$ cat src/logic/rpd_pkg.sv
// Package for the power-defaults, test-or-reset pin and trim-lock block
package rpd_pkg;
  localparam logic [7:0] ADDR_DIGITAL_TRIM = 8'h08;
  localparam logic [7:0] ADDR_ANALOG_TRIM = 8'h12;
  localparam logic [7:0] ADDR_TIMER_CTRL = 8'h11;
  localparam logic [7:0] ADDR_ALARM1_CTRL = 8'h0A;
  localparam logic [7:0] ADDR_ALARM2_CTRL = 8'h14;
  localparam logic [7:0] ADDR_MISC_CTRL = 8'h13;
  localparam int FT_BIT = 6;
  localparam int LOCK_BIT = 6;
  localparam int COUNT_WIDTH = 24;
  localparam int MCLK_HZ = 50000000;
  localparam int TEST_HZ = 512;
  localparam int TEST_HALF_CYCLES = MCLK_HZ / (2 * TEST_HZ);
  localparam int COPY_TIME_MS = 8;
  localparam int COPY_CYCLES = (MCLK_HZ / 1000) * COPY_TIME_MS;
  localparam logic [7:0] DIGITAL_TRIM_INIT = 8'h00;
  localparam logic [7:0] TIMER_CTRL_INIT = 8'h03;
  localparam logic [7:0] TIMER_CTRL_WARM_CLR = 8'h7F;
  localparam logic [7:0] ALARM1_CTRL_INIT = 8'h40;
  localparam logic [7:0] ALARM1_CTRL_WARM_SET = 8'h40;
  localparam logic [7:0] ALARM2_CTRL_INIT = 8'h00;
  localparam logic [7:0] MISC_CTRL_INIT = 8'h81;
  localparam logic [7:0] MISC_CTRL_WARM_CLR = 8'hFF;
  localparam logic [7:0] ANALOG_TRIM_INIT = 8'h00;

  typedef struct packed {
    logic wr;
    logic [7:0] addr;
    logic [7:0] wdata;
  } rpd_req_t;
endpackage

$ cat src/logic/rpd_counter.sv
// Down counter with terminal pulse, used for the test wave and the copy delay
module rpd_counter #(
  parameter int WIDTH = 24
) (
  input wire logic mclk_i,
  input wire logic nrst_i,
  input wire logic run_i,
  input wire logic [WIDTH-1:0] load_i,
  output logic done_o
);
  logic [WIDTH-1:0] cnt;
  wire at_zero = (cnt == '0);
  assign done_o = run_i && at_zero;
  always_ff @(posedge mclk_i) begin
    if (!nrst_i || !run_i || at_zero) begin
      cnt <= load_i;
    end else begin
      cnt <= cnt - 1'b1;
    end
  end
endmodule

$ cat src/logic/rpd_top.sv
// Test-or-reset pin, power-up control defaults and analog trim lock
// ---------------------------------------------------------------
// What this block does
// - FT one drives 512 Hz on pin
// - FT zero, supply good, out of reset: pin high
// - Supply fail with FT: clear FT, pin low
// - Every power-up starts with FT zero
// - Initial power-up loads full default set
// - Battery power-up: halt set, few bits cleared
// - Untabulated bits may stay undetermined
// - Lock copies factory value, register read-only
// - Unlocked trim register is plain read/write
// - Copy finishes within about 8 ms
// ---------------------------------------------------------------
module rpd_top
  import rpd_pkg::*;
(
  input wire logic mclk_i,
  input wire logic nrst_i,
  input wire logic battery_backed_i,
  input wire logic vcc_good_i,
  input wire rpd_pkg::rpd_req_t req_i,
  input wire logic [7:0] factory_trim_i,
  output logic [7:0] rdata_o,
  output logic test_or_reset_pin_o,
  output logic test_or_reset_pin_oe_o,
  output logic copy_busy_o
);
  import rpd_pkg::*;

  // ---------------------------------------------------------------
  // Control registers
  // ---------------------------------------------------------------
  // Bit layout: digital trim [6] test enable; timer ctrl [7] enable,
  // [6] pulse mode, [5] irq enable, [1:0] clock select; alarm1 ctrl
  // [4:0] repeat, [6] halt update; alarm2 ctrl [4:0] repeat,
  // [6] event enable, [7] irq enable; misc [7] oscillator fail,
  // [6] trim lock, [3:1] rate upper, [0] rate lsb
  logic [7:0] digital_trim_control;
  logic [7:0] analog_trim_value;
  logic [7:0] timer_ctrl;
  logic [7:0] alarm1_ctrl;
  logic [7:0] alarm2_ctrl;
  logic [7:0] misc_ctrl;
  logic wave;

  // ---------------------------------------------------------------
  // Address decode
  // ---------------------------------------------------------------
  wire sel_digital = (req_i.addr == ADDR_DIGITAL_TRIM);
  wire sel_analog = (req_i.addr == ADDR_ANALOG_TRIM);
  wire sel_timer = (req_i.addr == ADDR_TIMER_CTRL);
  wire sel_alarm1 = (req_i.addr == ADDR_ALARM1_CTRL);
  wire sel_alarm2 = (req_i.addr == ADDR_ALARM2_CTRL);
  wire sel_misc = (req_i.addr == ADDR_MISC_CTRL);
  wire wr_digital = req_i.wr && sel_digital;
  wire wr_analog = req_i.wr && sel_analog;
  wire wr_timer = req_i.wr && sel_timer;
  wire wr_alarm1 = req_i.wr && sel_alarm1;
  wire wr_alarm2 = req_i.wr && sel_alarm2;
  wire wr_misc = req_i.wr && sel_misc;
  wire calib_lock = misc_ctrl[LOCK_BIT];
  wire lock_rise = wr_misc && req_i.wdata[LOCK_BIT] && !calib_lock;
  wire ft_on = digital_trim_control[FT_BIT];
  wire [7:0] ft_mask = 8'h01 << FT_BIT;
  wire wave_tick;
  wire copy_done;

  // ---------------------------------------------------------------
  // Power-up defaults
  // ---------------------------------------------------------------
  // Reset stands for a power-up; the battery input picks cold or warm.
  // A warm start keeps the held bits, so its values come from the registers.
  wire cold_start = !battery_backed_i;
  wire [7:0] boot_digital_trim = cold_start ? DIGITAL_TRIM_INIT
    : (digital_trim_control & ~ft_mask);
  wire [7:0] boot_timer_ctrl = cold_start ? TIMER_CTRL_INIT
    : (timer_ctrl & TIMER_CTRL_WARM_CLR);
  wire [7:0] boot_alarm1_ctrl = cold_start ? ALARM1_CTRL_INIT
    : (alarm1_ctrl | ALARM1_CTRL_WARM_SET);
  wire [7:0] boot_alarm2_ctrl = cold_start ? ALARM2_CTRL_INIT : alarm2_ctrl;
  wire [7:0] boot_misc_ctrl = cold_start ? MISC_CTRL_INIT : (misc_ctrl & MISC_CTRL_WARM_CLR);
  wire [7:0] boot_analog_trim = cold_start ? ANALOG_TRIM_INIT : analog_trim_value;
  // Other bits of these registers are simply unspecified after cold power

  // ---------------------------------------------------------------
  // Supply failure and writes
  // ---------------------------------------------------------------
  // A supply failure with FT set beats a write to the same register, so the pin
  // cannot keep showing the test wave while reset is due
  wire ft_supply_clear = !vcc_good_i && ft_on;
  wire [7:0] run_digital_trim = ft_supply_clear ? (digital_trim_control & ~ft_mask)
    : (wr_digital ? req_i.wdata : digital_trim_control);
  wire [7:0] run_timer_ctrl = wr_timer ? req_i.wdata : timer_ctrl;
  wire [7:0] run_alarm1_ctrl = wr_alarm1 ? req_i.wdata : alarm1_ctrl;
  wire [7:0] run_alarm2_ctrl = wr_alarm2 ? req_i.wdata : alarm2_ctrl;
  wire [7:0] run_misc_ctrl = wr_misc ? req_i.wdata : misc_ctrl;
  wire analog_write_ok = wr_analog && !calib_lock;
  wire [7:0] run_analog_trim = copy_done ? factory_trim_i
    : (analog_write_ok ? req_i.wdata : analog_trim_value);

  // ---------------------------------------------------------------
  // Next values
  // ---------------------------------------------------------------
  // Reset picks the power-up value, otherwise the running value
  wire [7:0] next_digital_trim_control = nrst_i ? run_digital_trim : boot_digital_trim;
  wire [7:0] next_timer_ctrl = nrst_i ? run_timer_ctrl : boot_timer_ctrl;
  wire [7:0] next_alarm1_ctrl = nrst_i ? run_alarm1_ctrl : boot_alarm1_ctrl;
  wire [7:0] next_alarm2_ctrl = nrst_i ? run_alarm2_ctrl : boot_alarm2_ctrl;
  wire [7:0] next_misc_ctrl = nrst_i ? run_misc_ctrl : boot_misc_ctrl;
  wire [7:0] next_analog_trim_value = nrst_i ? run_analog_trim : boot_analog_trim;

  // ---------------------------------------------------------------
  // Digital trim and test enable
  // ---------------------------------------------------------------
  always_ff @(posedge mclk_i) begin
    digital_trim_control <= next_digital_trim_control;
  end

  // ---------------------------------------------------------------
  // Timer and alarm controls
  // ---------------------------------------------------------------
  always_ff @(posedge mclk_i) begin
    timer_ctrl <= next_timer_ctrl;
  end

  always_ff @(posedge mclk_i) begin
    alarm1_ctrl <= next_alarm1_ctrl;
  end

  always_ff @(posedge mclk_i) begin
    alarm2_ctrl <= next_alarm2_ctrl;
  end

  // ---------------------------------------------------------------
  // Misc control and trim lock
  // ---------------------------------------------------------------
  always_ff @(posedge mclk_i) begin
    misc_ctrl <= next_misc_ctrl;
  end

  // ---------------------------------------------------------------
  // Analog trim
  // ---------------------------------------------------------------
  always_ff @(posedge mclk_i) begin
    analog_trim_value <= next_analog_trim_value;
  end

  // ---------------------------------------------------------------
  // Factory copy sequence
  // ---------------------------------------------------------------
  // The copy waits the full settle time, so software sees it land late;
  // the lock keeps host writes out meanwhile, unless a misc control write clears it
  typedef enum logic [1:0] {
    COPY_IDLE = 2'b01,
    COPY_WAIT = 2'b10
  } rpd_copy_state_t;
  rpd_copy_state_t copy_state;
  rpd_copy_state_t next_copy_state;
  wire copying = (copy_state == COPY_WAIT);

  always_comb begin
    if (!nrst_i) begin
      next_copy_state = COPY_IDLE;
    end else begin
      next_copy_state = copy_state;
      unique case (copy_state)
        COPY_IDLE: begin
          if (lock_rise) next_copy_state = COPY_WAIT;
        end
        COPY_WAIT: begin
          if (copy_done) next_copy_state = COPY_IDLE;
        end
        default: next_copy_state = COPY_IDLE;
      endcase
    end
  end

  always_ff @(posedge mclk_i) begin
    copy_state <= next_copy_state;
  end

  rpd_counter #(.WIDTH(COUNT_WIDTH)) copy_timer (
    .mclk_i(mclk_i),
    .nrst_i(nrst_i),
    .run_i(copying),
    .load_i(COUNT_WIDTH'(COPY_CYCLES - 1)),
    .done_o(copy_done)
  );

  // ---------------------------------------------------------------
  // Test waveform and pin
  // ---------------------------------------------------------------
  rpd_counter #(.WIDTH(COUNT_WIDTH)) wave_timer (
    .mclk_i(mclk_i),
    .nrst_i(nrst_i),
    .run_i(ft_on),
    .load_i(COUNT_WIDTH'(TEST_HALF_CYCLES - 1)),
    .done_o(wave_tick)
  );

  // The wave restarts low each time the test is enabled
  wire next_wave = nrst_i && ft_on && (wave ^ wave_tick);
  always_ff @(posedge mclk_i) begin
    wave <= next_wave;
  end

  // Open drain: driven only for a low level, high comes from the pull-up
  wire pin_level = !vcc_good_i ? 1'b0 : (ft_on ? wave : 1'b1);
  assign test_or_reset_pin_o = 1'b0;
  assign test_or_reset_pin_oe_o = !nrst_i || !pin_level;
  assign copy_busy_o = copying;

  // ---------------------------------------------------------------
  // Read mux
  // ---------------------------------------------------------------
  // Unmapped addresses read as zero
  assign rdata_o = ({8{sel_digital}} & digital_trim_control)
    | ({8{sel_analog}} & analog_trim_value)
    | ({8{sel_timer}} & timer_ctrl)
    | ({8{sel_alarm1}} & alarm1_ctrl)
    | ({8{sel_alarm2}} & alarm2_ctrl)
    | ({8{sel_misc}} & misc_ctrl);
endmodule

$ cat config.mk
export PLATFORM = sky130hd
export DESIGN_NAME = rpd_top
export DESIGN_NICKNAME = d
export VERILOG_FILES = /design/src/logic/rpd_pkg.sv /design/src/logic/rpd_counter.sv /design/src/logic/rpd_top.sv
export SDC_FILE = /design/constraint.sdc
export NUM_CORES = 1
export LEC_CHECK = 0
export BUFFER_PORTS_ARGS = -buffer_cell sky130_fd_sc_hd__buf_4
export CAP_MARGIN = 20
export CORE_ASPECT_RATIO = 0.9
export CORE_MARGIN = 3
export CORE_UTILIZATION = 54
export CTS_BUF_LIST = sky130_fd_sc_hd__clkbuf_16
export DETAILED_ROUTE_END_ITERATION = 6
export HOLD_SLACK_MARGIN = 0.02
export PLACE_DENSITY = 0.83
export SYNTH_ARGS = -nofsm -noshare
export SYNTH_HDL_FRONTEND = slang
export SYNTH_SLANG_ARGS = --single-unit
$ cat constraint.sdc
create_clock -name mclk_i -period 2.1 [get_ports mclk_i]
set_clock_uncertainty 0.1 [all_clocks]
set_input_delay 0.21 -clock mclk_i [delete_from_list [all_inputs] [get_ports mclk_i]]
set_output_delay 0.21 -clock mclk_i [all_outputs]
set_load 0.05 [all_outputs]
==> metrics.md, run 1 <==
| Metric | Value |
|---|---|
| Status | `finished clean` |
| Max-cap violations | `0` |
| Yosys top cell area share | `30.7%` |
| Switching pwr | `0.906 mW` |
| Part of the power in combinational logic | `6.6%` |
| I/O Buffers | `38` |
| Count of pins over their slew limit | `0` |
| Worst hold slack | `0.0525 ns` |
| Crit path launch type | `primary input` |
| WS Path Type | `primary input to primary output` |
| Vias per cell | `5.88` |
| CTS H-tree lvls | `3` |
| First-pass GRT wire length | `18000 um` |
| Power per cell area | `692 nW/um^2` |
| Setup violators final | `0` |
| Worst-path maximum fanout | `8` |
| DRC | `0` |
| Syn Std Cell Area | `4700 um^2` |
| Worst slack, placed | `-0.0423 ns` |
| Unrepaired setup endpoints after global routing | `true` |
| Ports | `40` |
| Synth top area cells | `edfxtp_1, dfxtp_1, nand2_1` |
| Crit. End Element | `primary output` |
| Max Buffers Root-to-Sink | `2` |
| WL/cell | `16.9 um` |
| Worst hold path type | `primary input to register` |
| Starting DRT DRC Count | `267` |
| Grt total ovfl | `0` |
| Max Freq | `0.480 GHz` |
| Via Count | `3794` |
| Area growth syn-to-layout | `23.3%` |
| CP max stage delay | `0.39 ns` |
| TritonRoute pass-1 iters | `5` |
| Post-synth top flop | `dfxtp_1` |
| Clock power frac | `40.6%` |
| Std cell rows | `31` |
| CTS tree | `done` |
| Total negative setup slack | `0 ns` |
| Post-synth cell types | `55` |
| CTS clk-pin slew, worst paths | `0.07 ns` |
| Worst vdd rail ir drop | `0.452 mV` |
| CTS buffer count | `9` |
| Die Width | `104 um` |
| Final Worst Setup Slack | `0.0154 ns` |
| CTS root buf | `clkbuf_16` |
| Area of the die | `9860 um^2` |
| N_diodes | `0` |
| Antenna viol nets, final | `0` |
| # nets final | `558` |
| Sequential power share | `52.8%` |
| Cell count after synthesis | `455` |
| Hpwl dp | `7550 um` |
| Largest area contributor in the netlist | `edfxtp_1` |
| YS warnings | `0` |
| Gr usage total | `22.9%` |
| Largest net degree at the start of global routing | `43` |
| Initial antenna violation count | `0` |
| Gpl congestion | `0.853` |
| Initial Util | `56.9%` |
| CTS Sinks | `99` |
| Final WL | `10900 um` |
| Cell Chain, Critical Path | `buf_4 -> or3_4 -> or3_4 -> nor3b_2 -> buf_6 -> a221o_2 -> buf_6` |
| Core box area | `8260 um^2` |
| Sequential share of the synthesized area | `52.4%` |
| Asr flop ratio synth | `0%` |
| Switching Share | `22.6%` |
| Cts hold-fix bufs | `0` |
| Via count of the first global-routing pass | `3691` |
| Total nets after synthesis | `488` |
| Die Y | `94.5 um` |
| CP Data Required Time | `1.79 ns` |
| Post-synth EDFFs | `48` |
| Syn Area/Cell | `10.3 um^2` |
| Final Util | `70.2%` |
| Int Pwr | `3.11 mW` |
| Period utilisation layout | `99.3%` |
| Synthesized flop and latch total | `99` |
| Crit path max-delay cell type | `or3_4` |
| Lkg Pwr | `2.15 nW` |
| Final Critical Period | `2.08 ns` |
| Final hold vios | `0` |
| Ratio of cells with drive above 1 in the final layout | `27.4%` |
| Clk_lat worst skew | `0.35 ns` |
| Data arrival, critical path | `1.77 ns` |
[synth_stat cells (8+ instances only)]
cell,count
nand2_1,52
dfxtp_1,51
edfxtp_1,48
nor2_1,23
or4_1,19
clkbuf_1,18
inv_1,18
a21oi_1,17
nand3_1,17
o31ai_1,17
mux2_2,16
or3_1,14
xor2_1,13
nor3_1,11
nand2b_1,10
a221o_1,8
a22oi_1,8
mux2i_1,8
nor4_1,8
[final timing paths]
check	from	to	slack (ns)	depth (start not counted)
min	req_i[7]	misc_ctrl[7]$_SDFFCE_PN1P_	0.05	2
max	req_i[13]	rdata_o[6]	0.02	7
min reg2reg	wave_timer.cnt[0]$_SDFF_PP1_	wave_timer.cnt[0]$_SDFF_PP1_	0.32	1
max reg2reg	wave_timer.cnt[18]$_SDFF_PP0_	wave_timer.cnt[22]$_SDFF_PP0_	0.11	4
[routing by layer]
| layer | part of all wire [%] | track usage (%) | vias to the layer above |
|---|---|---|---|
| li1 | - | - | 1837 |
| met1 | 44 | 30.7 | 1820 |
| met2 | 48 | 36.6 | 118 |
| met3 | 6.1 | 5.81 | 19 |
| met4 | 2.0 | 7.75 | 0 |
| met5 | 0 | 0 | - |
[final cells by class]
cell class                      count  area, um^2
Sequential cell                    99        2460
Clock inverter                      6        50.0
Multi-Input combinational cell    316        2170
Timing Repair Buffer               81         658
Fill cell                         597        2460
Tap cell                          115         144
Clock buffer                       10         250
Inverter                           18        67.6
[power by group through the flow]
stage	registers, mW	clock network (mW)	logic (mW)
3_5_place_dp	2.16	0	0.249
6_report	2.12	1.63	0.264
5_1_grt	2.12	1.72	0.285
3_3_place_gp	2.16	0	0.242
4_1_cts	2.12	1.66	0.258
2_1_floorplan	2.15	0	0.139
[worst max-delay path: cells and delay by family]
| family | cells | cell delay, ns |
|---|---|---|
| buffers and inverters | 3 | 0.43 |
| and+or+nand+nor | 3 | 0.96 |
| AOI/OAI and AO/OA | 1 | 0.17 |
[registers in the layout, summed over array words and instances, names as in the netlist]
register	count
copy_state	2
analog_trim_value	8
timer_ctrl	8
alarm1_ctrl	8
copy_timer.cnt	24
alarm2_ctrl	8
wave	1
digital_trim_control	8
misc_ctrl	8
wave_timer.cnt	24
[repair_timing]
action                     4_1_cts  5_1_grt
setup buffers                    1        0
setup endpoints to repair        8       20
resized for setup               11        7
pin swaps                        1        2
[cells in the final DEF, fill, tap and decap left out, drive strengths merged, types with 2 or more instances in the layout]
master	instances
buf	81
nand2	52
dfxtp	51
edfxtp	48
nor2	23
inv	22
or4	20
nand3	17
a21oi	17
o31ai	17
mux2	16
or3	14
xor2	13
nor3	11
nand2b	10
clkbuf	10
nor4	10
a221o	8
mux2i	8
a22oi	8
nand4	7
and3	7
o21ai	7
or2	6
xnor2	5
and2	4
ha	4
o22ai	3
o21a	3
nand4b	3
nor4b	3
nor4bb	2
nor2b	2
o211ai	2
o31a	2
clkinvlp	2
nor3b	2
[cells by family after synthesis]
logic type,Yosys count,synth area share [%]
and+or+nand+nor,195,23.2
DFF,99,52.4
AOI/OAI and AO/OA,74,11.0
buffers and inverters,40,3.33
muxes,24,5.54
xor gates and xnor gates,18,3.35
adders and majority gates,4,1.06
other,1,0.0798
[metrics by stage]
stage,instance area [um^2],power [mW],std cells
after floorplan,4730,2.29,455
after global placement,5410,2.40,628
after detailed placement,5410,2.41,628
after CTS,5760,4.03,645
after global routing,5800,4.13,645
final,5800,4.01,645
No activity file was read; power rests on OpenSTA's default activity.
==> run 2, diff against run 1 <==
- REMOVE_ABC_BUFFERS: unset -> 1
==> run 2 against run 1 <==
Net effect:
- the run now ends with setup timing left
- sequential share of layout area is essentially flat
- global-route usage grew 1.2 points
- sequential cell count is the same
- cell area is essentially flat
- final cell count grew 0.62%
- critical endpoint is now rdata_o[0]
==> metrics.md, run 2 (synthesized netlist as in run 1, its figures left out) <==
| Metric | Value |
|---|---|
| Setup violators final | `8` |
| Commonest non-fill, non-tap cell in the layout | `buf_4` |
| CP max stage delay | `0.39 ns` |
| Cell family with most CP delay | `simple AND/OR/NAND/NOR gates` |
| TritonRoute pass-1 iters | `6` |
| Int Pwr | `3.01 mW` |
| Die Y | `94.5 um` |
| Max Freq | `0.466 GHz` |
| Clock power frac | `38.3%` |
| Data arrival, critical path | `1.84 ns` |
| Antenna viol nets, final | `0` |
| Core box area | `8260 um^2` |
| WS Path Type | `primary input to primary output` |
| Crit path max-delay cell type | `or3_4` |
| CTS Sinks | `99` |
| CTS buffer count | `9` |
| Ports | `40` |
| Clk_lat worst skew | `0.34 ns` |
| N_diodes | `0` |
| First-pass GRT wire length | `18800 um` |
| Count of pins over their slew limit | `0` |
| Power Total | `3.87 mW` |
| Part of the power in combinational logic | `6.9%` |
| Switching pwr | `0.863 mW` |
| Sequential power share | `54.8%` |
| Initial Util | `56.9%` |
| CTS H-tree lvls | `3` |
| Vias per cell | `6.07` |
| Most frequent cells in the layout | `buf_4, nand2_1, dfxtp_1, edfxtp_1, nor2_1` |
| Levels on crit path | `7` |
| Unrepaired setup endpoints after global routing | `true` |
| Crit path launch type | `primary input` |
| Area of the die | `9860 um^2` |
| CTS tree | `done` |
| Buf/Inv on CP | `3` |
| CTS clk-pin slew, worst paths | `0.07 ns` |
| Crit path top cell by count | `buf_6` |
| Ratio of cells with drive above 1 in the final layout | `26.4%` |
| Std cell rows | `31` |
| Hpwl dp | `7910 um` |
| Max Buffers Root-to-Sink | `2` |
| Reg2Reg Capture Point | `wave_timer.cnt[21]$_SDFF_PP0_` |
| Worst hold path type | `primary input to register` |
| DRC | `0` |
| Global routing usage on met3 | `5.81%` |
| Worst-path maximum fanout | `5` |
| Grt total ovfl | `0` |
| Largest registers | `copy_timer.cnt: 24 flops, wave_timer.cnt: 24 flops` |
| Final WL | `11600 um` |
| Fillcell total | `581` |
| CP Data Required Time | `1.79 ns` |
| Crit path capture | `rdata_o[0]` |
| Power per cell area | `667 nW/um^2` |
| Register-to-Register Setup Slack | `0.06 ns` |
| Violated checks | `setup timing` |
| Largest net degree at the start of global routing | `43` |
| Finished Cell Area | `5800 um^2` |
| CTS root buf | `clkbuf_16` |
| Status | `complete, but fails checks` |
| Switching Share | `22.3%` |
| Die Width | `104 um` |
| Lkg Pwr | `2.19 nW` |
| Worst hold slack | `0.0667 ns` |
| Area of the multi-input gates | `2180 um^2` |
| WL/cell | `17.9 um` |
| R2R Path Start | `wave_timer.cnt[14]$_SDFF_PP0_` |
| Final Worst Setup Slack | `-0.0480 ns` |
| # nets final | `562` |
| GR Util met2 | `41.1%` |
| Final Critical Period | `2.15 ns` |
| Worst vdd rail ir drop | `0.378 mV` |
| Busiest layer in global routing | `met2` |
| Area growth syn-to-layout | `23.3%` |
| Via count of the first global-routing pass | `3867` |
| Dpl cell area | `5380 um^2` |
| Max-cap violations | `0` |
| Final hold vios | `0` |
| R2R cell count | `4` |
| Crit. End Element | `primary output` |
| Worst slack, placed | `-0.102 ns` |
| Via Count | `3941` |
| Gpl congestion | `0.877` |
| Period utilisation layout | `102%` |
| Cell Chain, Critical Path | `buf_6 -> or3_4 -> or3_4 -> nor3b_4 -> buf_6 -> a221o_1 -> buf_6` |
| Crit path from | `req_i[13]` |
| Initial antenna violation count | `0` |
| Reg area | `2460 um^2` |
| I/O Buffers | `38` |
| Starting DRT DRC Count | `272` |
| Grt met1 use | `29.1%` |
| Gr usage total | `24.2%` |
==> run 2: metrics by stage <==
stage	setup TNS (ns)	utilization, %	std cells
after CTS	-0.166	69.1	646
after global routing	-0.634	70.2	649
after detailed placement	-1.48	65.2	630
final	-0.214	70.2	649
after global placement	-0.565	65.2	630
after floorplan	-26.99	-	433
==> run 2: power by group through the flow <==
stage / Clock [mW] / Sequential (mW) / Combinational (mW)
5_1_grt: 1.56 / 2.12 / 0.286
2_1_floorplan: 0 / 2.15 / 0.122
4_1_cts: 1.50 / 2.12 / 0.262
3_3_place_gp: 0 / 2.16 / 0.246
6_report: 1.48 / 2.12 / 0.266
3_5_place_dp: 0 / 2.16 / 0.254
==> run 2: per-layer routing <==
layer,vias up,wire length (um)
li1,1846,-
met1,1880,4680
met2,180,5660
met3,35,903
met4,0,350
met5,-,0
==> run 2: layout make-up <==
class,count,area share (%)
Clock buffer,9,3.89
Clock inverter,7,0.604
Inverter,18,1.17
Multi-Input combinational cell,316,37.6
Sequential cell,99,42.5
Tap cell,115,2.48
Timing Repair Buffer,85,11.8
==> run 2: what timing repair did <==
item                                    CTS  global route
pin swaps                                10             9
gates resized for setup                  16            12
hold buffers                              0             0
buffers inserted                          0             3
endpoints found under the setup margin    9            35
==> run 2: worst min-delay path by stage <==
stage	startpoint	slack, ns	cells past startpoint	end
final	req_i[7]	0.07	2	misc_ctrl[7]$_SDFFCE_PN1P_
after global routing	req_i[6]	0.08	2	alarm1_ctrl[6]$_SDFFCE_PN1P_
after CTS	req_i[7]	0.05	2	misc_ctrl[7]$_SDFFCE_PN1P_
after detailed placement	wave_timer.cnt[0]$_SDFF_PP1_	0.32	1	wave_timer.cnt[0]$_SDFF_PP1_
after global placement	wave_timer.cnt[0]$_SDFF_PP1_	0.30	1	wave_timer.cnt[0]$_SDFF_PP1_
after floorplan	nrst_i	0.26	1	alarm1_ctrl[6]$_SDFFCE_PN1P_
